File: src/logic/output_pulse_modulator_params.svh
// How it works
// - Four selectable output function types
// - Analog type copies input unchanged
// - Pulse active time is period times percent
// - Zero percent still pulses one sample period
// - Full percent holds pulse whole period
// - Pulse period settable zero to 1000 s
// - Raise on rising, lower on falling input
// - Accumulate increments, trip above threshold
// - Inside deadband clear accumulator, outputs off
// - Stepping direction changes at most per 2 s
// - Hold full-travel time 15 to 1000 s
// - With feedback report feedback as output
// - Manual without feedback reports raise/lower
// - No feedback disables restart and forced
// - Proportional-only holds increment at zero
// - Auto applies deadband to control error
// - Manual and forced both count non-auto
// - Non-auto no feedback uses sample difference
// - Auto no feedback uses control increment
// - Non-auto feedback uses value minus position
// - Restart steps toward value, then manual
`ifndef OUTPUT_PULSE_MODULATOR_PARAMS_SVH
`define OUTPUT_PULSE_MODULATOR_PARAMS_SVH
`define OFS_CONFIG       8'h00
`define OFS_CONTROL_VAL  8'h04
`define OFS_CONTROL_INC  8'h08
`define OFS_CONTROL_ERR  8'h0C
`define OFS_POSITION     8'h10
`define OFS_PULSE_PERIOD 8'h14
`define OFS_SAMPLE_PER   8'h18
`define OFS_FULL_TRAVEL  8'h1C
`define OFS_TRIP_THRESH  8'h20
`define OFS_DEADBAND     8'h24
`define OFS_RESTART_VAL  8'h28
`define OFS_SETTLE_WIN   8'h2C
`define OFS_STATUS       8'h30
`define OFS_ACCUM        8'h34
`define CFG_TYPE_LSB     0
`define CFG_FEEDBACK_BIT 2
`define CFG_MODE_LSB     3
`define CFG_PONLY_BIT    5
`define CFG_RESTART_BIT  6
`define PCT_FULL         16'h03E8
`define PULSE_PERIOD_MAX 10'h3E8
`define TRAVEL_MIN       10'h00F
`define TRAVEL_MAX       10'h3E8
`define TRIP_MIN         5'h03
`define TRIP_MAX         5'h1E
`define DEADBAND_MAX     7'h64
`define RST_PULSE_PERIOD 10'h032
`define RST_SAMPLE_PER   16'h0064
`define RST_FULL_TRAVEL  10'h03C
`define RST_TRIP_THRESH  5'h05
`define RST_DEADBAND     7'h0A
`define RST_SETTLE_WIN   16'h000A
`define MS_PER_S         20'h003E8
`define INTERLOCK_MS     12'h7D0
`define CLK_PERIOD_NS    50
`define MS_IN_NS         1000000
`define MS_CYCLES        (`MS_IN_NS / `CLK_PERIOD_NS)
`define ACC_LIMIT        18'sh007D0
`endif

File: src/logic/output_pulse_modulator_pkg.sv
package output_pulse_modulator_pkg;
    // Output function type and control mode selections.
    typedef enum logic [1:0] {FN_ANALOG, FN_STEPPING, FN_PULSE,
                              FN_SPLIT} fn_type;
    typedef enum logic [1:0] {MD_AUTO, MD_MANUAL, MD_FORCED,
                              MD_SPARE} mode_type;
    // Whole state of the block, registered in one place.
    typedef struct packed {
        logic [14:0]        ms_cnt;
        logic [15:0]        samp_cnt;
        fn_type             fn;
        logic               fb_en;
        mode_type           mode;
        logic               p_only;
        logic               restarting;
        logic [15:0]        cv;
        logic signed [15:0] ctrl_inc;
        logic signed [15:0] ctrl_err;
        logic [15:0]        position;
        logic [9:0]         pulse_period;
        logic [15:0]        sample_period;
        logic [9:0]         full_travel;
        logic [4:0]         trip;
        logic [6:0]         deadband;
        logic [15:0]        restart_val;
        logic [15:0]        settle;
        logic [15:0]        prev_cv;
        logic signed [17:0] acc;
        logic [19:0]        elapsed;
        logic [19:0]        step_ms;
        logic               dir_raise;
        logic [11:0]        ilk_ms;
        logic               ap_valid;
        logic               ap_write;
        logic [7:0]         ap_addr;
        logic [31:0]        rdata;
        logic               pulse;
        logic               raise;
        logic               lower;
        logic [15:0]        analog;
    } state_type;
endpackage

File: src/logic/output_pulse_modulator.sv
`timescale 1ns/1ps
`include "output_pulse_modulator_params.svh"
module output_pulse_modulator
    import output_pulse_modulator_pkg::*;
#(
    parameter int MS_CYCLES = `MS_CYCLES
) (
    input  wire logic        CLK,
    input  wire logic        RST_N,
    input  wire logic        HSEL,
    input  wire logic [31:0] HADDR,
    input  wire logic [1:0]  HTRANS,
    input  wire logic        HWRITE,
    input  wire logic [2:0]  HSIZE,
    input  wire logic [31:0] HWDATA,
    input  wire logic        HREADY,
    output logic      [31:0] HRDATA,
    output logic             HREADYOUT,
    output logic             HRESP,
    output logic             PULSE_OUT,
    output logic             RAISE_OUT,
    output logic             LOWER_OUT,
    output logic      [15:0] ANALOG_OUT
);

    state_type s_reg;
    state_type s_next;
    logic      tick;
    logic      in_band;

    //------------------------------------------------------------
    // Register read mux
    //------------------------------------------------------------

    // Value that a read of the given offset returns.
    function automatic logic [31:0] read_word(state_type s,
                                              logic [7:0] a,
                                              logic [15:0] rep,
                                              logic ind);
        logic [31:0] w;
        w = 32'h0000_0000;
        case (a)
            `OFS_CONFIG: begin
                w[1:0] = s.fn;
                w[`CFG_FEEDBACK_BIT] = s.fb_en;
                w[4:3] = s.mode;
                w[`CFG_PONLY_BIT] = s.p_only;
                w[`CFG_RESTART_BIT] = s.restarting;
            end
            `OFS_CONTROL_VAL:  w[15:0] = s.cv;
            `OFS_CONTROL_INC:  w[15:0] = s.ctrl_inc;
            `OFS_CONTROL_ERR:  w[15:0] = s.ctrl_err;
            `OFS_POSITION:     w[15:0] = s.position;
            `OFS_PULSE_PERIOD: w[9:0]  = s.pulse_period;
            `OFS_SAMPLE_PER:   w[15:0] = s.sample_period;
            `OFS_FULL_TRAVEL:  w[9:0]  = s.full_travel;
            `OFS_TRIP_THRESH:  w[4:0]  = s.trip;
            `OFS_DEADBAND:     w[6:0]  = s.deadband;
            `OFS_RESTART_VAL:  w[15:0] = s.restart_val;
            `OFS_SETTLE_WIN:   w[15:0] = s.settle;
            `OFS_STATUS: begin
                w[0] = s.pulse;
                w[1] = s.raise;
                w[2] = s.lower;
                w[3] = s.restarting;
                w[4] = ind;
                w[31:16] = rep;
            end
            `OFS_ACCUM:        w = {{14{s.acc[17]}}, s.acc};
            default:           w = 32'h0000_0000;
        endcase
        return w;
    endfunction

    // Magnitude of a signed quantity.
    function automatic logic [17:0] mag(logic signed [17:0] v);
        return v[17] ? 18'(-v) : 18'(v);
    endfunction

    //------------------------------------------------------------
    // Next-state logic
    //------------------------------------------------------------

    // Bus slave, sample timebase, pulse and stepping engines.
    always_comb begin
        logic [31:0]        wd;
        logic [19:0]        samp;
        logic [19:0]        period_ms;
        logic [19:0]        on_ms;
        logic [19:0]        el_sum;
        logic signed [17:0] inc;
        logic signed [17:0] acc_sum;
        logic [17:0]        band;
        logic               want_raise;
        logic               non_auto;
        logic               fb_use;
        logic [15:0]        rep;
        logic               ind;
        logic [35:0]        travel;
        mode_type           eff_mode;
        s_next     = s_reg;
        wd         = HWDATA;
        samp       = {4'h0, s_reg.sample_period};
        period_ms  = 20'(s_reg.pulse_period * `MS_PER_S);
        on_ms      = 20'(s_reg.pulse_period * s_reg.cv);
        el_sum     = s_reg.elapsed + samp;
        inc        = 18'sh00000;
        acc_sum    = s_reg.acc;
        band       = 18'h00000;
        want_raise = 1'b0;
        fb_use     = s_reg.fb_en;
        travel     = 36'h0_0000_0000;
        in_band    = 1'b0;
        tick       = 1'b0;
        rep        = 16'h0000;
        eff_mode = (!fb_use && s_reg.mode == MD_FORCED) ? MD_AUTO
                                                        : s_reg.mode;
        non_auto = (eff_mode != MD_AUTO);
        if (fb_use) begin
            rep = s_reg.position;
        end else if (s_reg.fn == FN_STEPPING) begin
            rep = 16'h0000;
        end else begin
            rep = s_reg.cv;
        end
        ind = !fb_use && s_reg.fn == FN_STEPPING &&
              eff_mode == MD_MANUAL;

        // Address phase: latch the request and prepare read data.
        if (HREADY) begin
            s_next.ap_valid = HSEL && HTRANS[1];
            s_next.ap_write = HWRITE;
            s_next.ap_addr  = HADDR[7:0];
            s_next.rdata    = read_word(s_reg, HADDR[7:0], rep, ind);
        end
        // Data phase of a write: store with range clamping.
        if (s_reg.ap_valid && s_reg.ap_write) begin
            case (s_reg.ap_addr)
                `OFS_CONFIG: begin
                    s_next.fn     = fn_type'(wd[1:0]);
                    s_next.fb_en  = wd[`CFG_FEEDBACK_BIT];
                    s_next.mode   = mode_type'(wd[4:3]);
                    s_next.p_only = wd[`CFG_PONLY_BIT];
                    s_next.restarting = wd[`CFG_RESTART_BIT] &&
                                        wd[`CFG_FEEDBACK_BIT];
                end
                `OFS_CONTROL_VAL: s_next.cv = wd[15:0];
                `OFS_CONTROL_INC: s_next.ctrl_inc = wd[15:0];
                `OFS_CONTROL_ERR: s_next.ctrl_err = wd[15:0];
                `OFS_POSITION:    s_next.position = wd[15:0];
                `OFS_PULSE_PERIOD: s_next.pulse_period =
                    (wd > 32'(`PULSE_PERIOD_MAX)) ? `PULSE_PERIOD_MAX
                                                  : wd[9:0];
                `OFS_SAMPLE_PER: s_next.sample_period =
                    (wd[15:0] == 16'h0000) ? 16'h0001 : wd[15:0];
                `OFS_FULL_TRAVEL: s_next.full_travel =
                    (wd < 32'(`TRAVEL_MIN)) ? `TRAVEL_MIN :
                    (wd > 32'(`TRAVEL_MAX)) ? `TRAVEL_MAX : wd[9:0];
                `OFS_TRIP_THRESH: s_next.trip =
                    (wd < 32'(`TRIP_MIN)) ? `TRIP_MIN :
                    (wd > 32'(`TRIP_MAX)) ? `TRIP_MAX : wd[4:0];
                `OFS_DEADBAND: s_next.deadband =
                    (wd == 32'h0) ? 7'h01 :
                    (wd > 32'(`DEADBAND_MAX)) ? `DEADBAND_MAX
                                              : wd[6:0];
                `OFS_RESTART_VAL: s_next.restart_val = wd[15:0];
                `OFS_SETTLE_WIN:  s_next.settle = wd[15:0];
                default: ;
            endcase
        end

        if (s_reg.ms_cnt == 15'(MS_CYCLES - 1)) begin
            s_next.ms_cnt = 15'h0000;
            if (s_reg.samp_cnt + 16'h0001 >= s_reg.sample_period) begin
                s_next.samp_cnt = 16'h0000;
                tick = 1'b1;
            end else begin
                s_next.samp_cnt = s_reg.samp_cnt + 16'h0001;
            end
        end else begin
            s_next.ms_cnt = s_reg.ms_cnt + 15'h0001;
        end

        // Increment source for the stepping engine.
        if (s_reg.p_only) begin
            inc = 18'sh00000;
        end else if (s_reg.restarting) begin
            inc = 18'(signed'({2'b00, s_reg.restart_val}) -
                      signed'({2'b00, s_reg.position}));
        end else if (non_auto && fb_use) begin
            inc = 18'(signed'({2'b00, s_reg.cv}) -
                      signed'({2'b00, s_reg.position}));
        end else if (non_auto) begin
            inc = 18'(signed'({2'b00, s_reg.cv}) -
                      signed'({2'b00, s_reg.prev_cv}));
        end else begin
            inc = 18'(s_reg.ctrl_inc);
        end
        // deadband on control error in auto
        if (eff_mode == MD_AUTO && !s_reg.restarting) begin
            band = mag(18'(s_reg.ctrl_err));
        end else begin
            band = mag(inc);
        end
        in_band = (s_reg.fn == FN_STEPPING) &&
                  (band < {11'h000, s_reg.deadband}) &&
                  !(non_auto && !fb_use && !s_reg.restarting);

        if (tick) begin
            s_next.prev_cv = s_reg.cv;
            if ({8'h00, s_reg.ilk_ms} + samp >= {8'h00, `INTERLOCK_MS})
                s_next.ilk_ms = `INTERLOCK_MS;
            else
                s_next.ilk_ms = s_reg.ilk_ms + samp[11:0];

            if (s_reg.cv >= `PCT_FULL)
                on_ms = period_ms;
            else if (on_ms < samp)
                on_ms = samp;
            s_next.elapsed = (el_sum >= period_ms) ? 20'h00000 : el_sum;
            s_next.pulse = (s_reg.fn == FN_PULSE) &&
                           (s_next.elapsed < on_ms);

            if (s_reg.restarting &&
                mag(inc) <= {2'b00, s_reg.settle}) begin
                s_next.restarting = 1'b0;
                s_next.mode = MD_MANUAL;
            end

            if (in_band || s_reg.fn != FN_STEPPING) begin
                s_next.acc = 18'sh00000;
                s_next.step_ms = 20'h00000;
            end else if (s_reg.step_ms != 20'h00000) begin
                acc_sum = s_reg.acc + inc;
                s_next.step_ms = (s_reg.step_ms > samp) ?
                                 s_reg.step_ms - samp : 20'h00000;
            end else begin
                acc_sum = s_reg.acc + inc;
                want_raise = !acc_sum[17];
                if (mag(acc_sum) > {13'h0000, s_reg.trip} &&
                    (want_raise == s_reg.dir_raise ||
                     s_reg.ilk_ms == `INTERLOCK_MS)) begin
                    if (want_raise != s_reg.dir_raise)
                        s_next.ilk_ms = 12'h000;
                    s_next.dir_raise = want_raise;
                    travel = 36'(mag(acc_sum) * s_reg.full_travel);
                    s_next.step_ms = (travel > 36'h0_000F_FFFF) ?
                                     20'hFFFFF : travel[19:0];
                    acc_sum = 18'sh00000;
                end
            end
            if (!in_band && s_reg.fn == FN_STEPPING) begin
                if (acc_sum > `ACC_LIMIT)
                    s_next.acc = `ACC_LIMIT;
                else if (acc_sum < -`ACC_LIMIT)
                    s_next.acc = -`ACC_LIMIT;
                else
                    s_next.acc = acc_sum;
            end
            s_next.raise = (s_next.step_ms != 20'h00000) &&
                           s_next.dir_raise;
            s_next.lower = (s_next.step_ms != 20'h00000) &&
                           !s_next.dir_raise;
        end
        if (s_reg.fn != FN_PULSE)
            s_next.pulse = 1'b0; // No stale pulse after a type change.
        s_next.analog = (s_reg.fn == FN_ANALOG) ? s_reg.cv : 16'h0000;
    end

    //------------------------------------------------------------
    // State register
    //------------------------------------------------------------

    // Single register stage for the whole block state.
    always_ff @(posedge CLK or negedge RST_N) begin
        if (!RST_N) begin
            s_reg <= '0;
            s_reg.fn            <= FN_ANALOG;
            s_reg.mode          <= MD_AUTO;
            s_reg.pulse_period  <= `RST_PULSE_PERIOD;
            s_reg.sample_period <= `RST_SAMPLE_PER;
            s_reg.full_travel   <= `RST_FULL_TRAVEL;
            s_reg.trip          <= `RST_TRIP_THRESH;
            s_reg.deadband      <= `RST_DEADBAND;
            s_reg.settle        <= `RST_SETTLE_WIN;
            s_reg.ilk_ms        <= `INTERLOCK_MS;
        end else begin
            s_reg <= s_next;
        end
    end

    // Outputs straight from the state flip-flops; HREADYOUT and HRESP are constants.
    assign HRDATA     = s_reg.rdata;
    assign HREADYOUT  = 1'b1;
    assign HRESP      = 1'b0;
    assign PULSE_OUT  = s_reg.pulse;
    assign RAISE_OUT  = s_reg.raise;
    assign LOWER_OUT  = s_reg.lower;
    assign ANALOG_OUT = s_reg.analog;
endmodule // output_pulse_modulator

File: config.mk
export PLATFORM = sky130hd
export DESIGN_NAME = output_pulse_modulator
export DESIGN_NICKNAME = d
export VERILOG_FILES = /design/src/logic/output_pulse_modulator_pkg.sv /design/src/logic/output_pulse_modulator.sv
export VERILOG_INCLUDE_DIRS = /design/src /design/src/logic
export SDC_FILE = /design/constraint.sdc
export NUM_CORES = 2
export LEC_CHECK = 0
export BUFFER_PORTS_ARGS = -buffer_cell sky130_fd_sc_hd__buf_2
export CORE_MARGIN = 4
export CORE_UTILIZATION = 55
export DETAILED_ROUTE_END_ITERATION = 6
export PLACE_DENSITY = 0.7
export SLEW_MARGIN = 10
export SYNTH_ARGS = -nofsm -noshare
export SYNTH_HDL_FRONTEND = slang
export SYNTH_SLANG_ARGS = --single-unit
export TNS_END_PERCENT = 5
File: constraint.sdc
create_clock -name CLK -period 19.6 [get_ports CLK]
set_input_delay 0 -clock CLK [delete_from_list [all_inputs] [get_ports CLK]]
set_output_delay 0 -clock CLK [all_outputs]
set_load 0.01 [all_outputs]
==> metrics <==
status finished, final reports clean; post-route ant nets 0; syn_nets 4873; crit start category flip-flop; synth top area cells dfrtp_1 (21%), fa_1 (14%), ha_1 (12%); Crit Path Class flip-flop to flip-flop; vias in the first global route 30.7k; CP arrival around 16 ns; endpoints failing hold 0; Yosys cell types 106; drt via density 6.23; first-pass detailed-route iteration total 6; Post-CTS Hold Buffers 32; async set or reset register ratio after synthesis 1.00; endpoints failing setup 0; min cycle time layout 15.20 ns; pin count of the biggest net entering global routing 77; Ys Warns 0; CTS H-tree depth 2; Starting DRT DRC Count roughly 2.9k; Wirelength per Cell 22.4 µm; CTS tree built; Starting Density 0.557; max cap viols 0; Yosys reg bits 330; layout overhead on the synthesized area 7.61%; Die X-Extent 266 µm; initial antenna violation count 5; GRT Util Overall 0.320; clk_lat worst skew 0.60 ns; max FFs per register 279; I/O pins ~130; die area 71000 µm²; Rows 94; DRC 0; R2R depth 43; fin. max-slew vios 0; R2R Setup Slk 4.40 ns; Crit path required time 20.08 ns; grt met2 use 0.483; M1 GR Usage 0.454; busiest grt layer met2; Die Y 266 µm; Routed WL 114000 µm; Critical Path Most Common Cell fa_1; period utilization 0.776; Yosys top cell area share 0.210; met3 Use GR 0.0660; Crit Path Max Fanout 21; Slew Limit Headroom 0.144; EDFF count, synth 0; clock tree root buffer cell clkbuf_16; most frequent cells in the layout nand2_1 (476), inv_1 (407), ha_1 (350); pre-CTS WS 4.71 ns; Synth area leader dfrtp_1; maximum clock rate 65.8 MHz; Mean Syn Cell Area 8.77 µm²; TNS Setup 0 ns; ys flop type dfrtp_1; first-pass GRT wire length 178000 µm; # clock sinks 330; Via Count 31.7k; max incr delay on CP a little under 1 ns; Core Region 66000 µm²; PortBufs 96; fin worst setup slack 4.40 ns; area of the multi-input gates 25900 µm²; crit path max-delay cell type a2111oi_1; clock skew 0.0265 ns; post-DP HPWL 85400 µm; post-cts resize count 0; RSZ-0062 raised after global routing false; Clock Path Buffers 3; sequential cell area between 8000 and 9000 µm²; Worst-Margin Slew 1.28 ns; Mapped Area 36700 µm²; Mapped Cells about 4.2k; gpl congestion 0.977; Post-CTS Setup Bufs 0; Nets 4880; CP Capture Type flip-flop; sequential fraction of the synthesis area 0.226; FILL cells 5844; layout cell share with drive strength beyond 1 0.109; CTS Buf Count 41; commonest non-fill, non-tap cell in the layout nand2_1; Clk pin slew, worst setup/hold paths around 0.06 ns; reg-to-reg endpoint RAISE_OUT$_DFFE_PN0P_; total gr overflow 0; Hold Path Class input port to asynchronous set/reset pin; r2r startpoint s_reg[276]$_DFFE_PN0P_
==> cells in the mapped netlist, types with 16 or more instances <==
| library cell | instances |
|---|---|
| nand2_1 | 476 |
| inv_1 | 407 |
| ha_1 | 350 |
| dfrtp_1 | 308 |
| fa_1 | 260 |
| o21ai_0 | 235 |
| nor2_1 | 227 |
| a21oi_1 | 218 |
| and2_1 | 203 |
| mux2_2 | 151 |
| clkbuf_1 | 147 |
| xnor2_1 | 125 |
| a21o_1 | 76 |
| xor2_1 | 66 |
| nor3_1 | 62 |
| nand3_1 | 61 |
| a22oi_1 | 51 |
| buf_4 | 51 |
| o21a_1 | 41 |
| nand2b_1 | 39 |
| nand4_1 | 37 |
| nor2b_1 | 34 |
| a31oi_1 | 32 |
| and3_1 | 32 |
| o21ai_1 | 32 |
| nor4_1 | 24 |
| o21bai_1 | 24 |
| a221oi_1 | 22 |
| dfstp_2 | 22 |
| o211ai_1 | 21 |
| a22o_1 | 20 |
| o31ai_1 | 20 |
| a211oi_1 | 18 |
| or3_1 | 16 |
==> area by class of cell <==
type / instances / area share
Clock buffer: 54 / 0.0292
Sequential cell: 330 / 0.210
Inverter: 408 / 0.0387
Timing Repair Buffer: 179 / 0.0302
Multi-Input combinational cell: 3236 / 0.656
Clock inverter: 22 / 0.00861
Antenna cell: 1 / 0.0000633
Tap cell: 864 / 0.0273
==> worst max-delay path, delay by kind of cell, from the launching register on <==
kind,cells,cell delay [ns]
buf+inv,5,0.85
flops,1,0.64
simple gates,13,3.13
fa+ha+maj,9,4.19
compound gates,15,5.41
xor+xnor,1,0.82
==> routing by layer <==
| metal | vias to the layer above | wire [µm] |
|---|---|---|
| li1 | 14485 | - |
| met1 | 15480 | 47600 |
| met2 | 1472 | 49500 |
| met3 | 275 | 11500 |
| met4 | 10 | 5480 |
| met5 | - | 215 |
==> cell families (layout without fill, tap and decap cells) <==
family	count (synthesis)	in the layout	share of synthesized area
mux	166	166	0.0505
fa+ha+maj	610	610	0.261
compound gates	967	967	0.173
xor+xnor	191	191	0.0455
buf+inv	623	663	0.0695
other cells	2	3	0.000204
simple gates	1300	1300	0.175
flops	330	330	0.226
==> per-stage QoR <==
step	cells	instance area, µm²	util	hold slack (ns)
final	5094	39500	0.599	0.00618
after global placement	4985	37700	0.572	0.0303
after CTS	5093	39500	0.599	0.00272
after global routing	5093	39500	0.599	0.0450
after floorplan	4189	36700	-	-0.296
after detailed placement	4985	37700	0.572	0.0408
==> how the worst max path moves through the flow <==
stage                            end  cells past startpoint  slack (ns)              startpoint
3_5_place_dp   RAISE_OUT$_DFFE_PN0P_                     43        4.71  s_reg[276]$_DFFE_PN0P_
6_report       RAISE_OUT$_DFFE_PN0P_                     43        4.40  s_reg[276]$_DFFE_PN0P_
2_1_floorplan  s_reg[77]$_DFFE_PN0P_                     48        8.00  s_reg[276]$_DFFE_PN0P_
4_1_cts        RAISE_OUT$_DFFE_PN0P_                     43        4.64  s_reg[276]$_DFFE_PN0P_
5_1_grt        RAISE_OUT$_DFFE_PN0P_                     43        3.66  s_reg[276]$_DFFE_PN0P_
3_3_place_gp   RAISE_OUT$_DFFE_PN0P_                     43        4.86  s_reg[276]$_DFFE_PN0P_
Power is not shown: default switching activity piles up to over one toggle a cycle in this logic, so the estimate is an artifact.
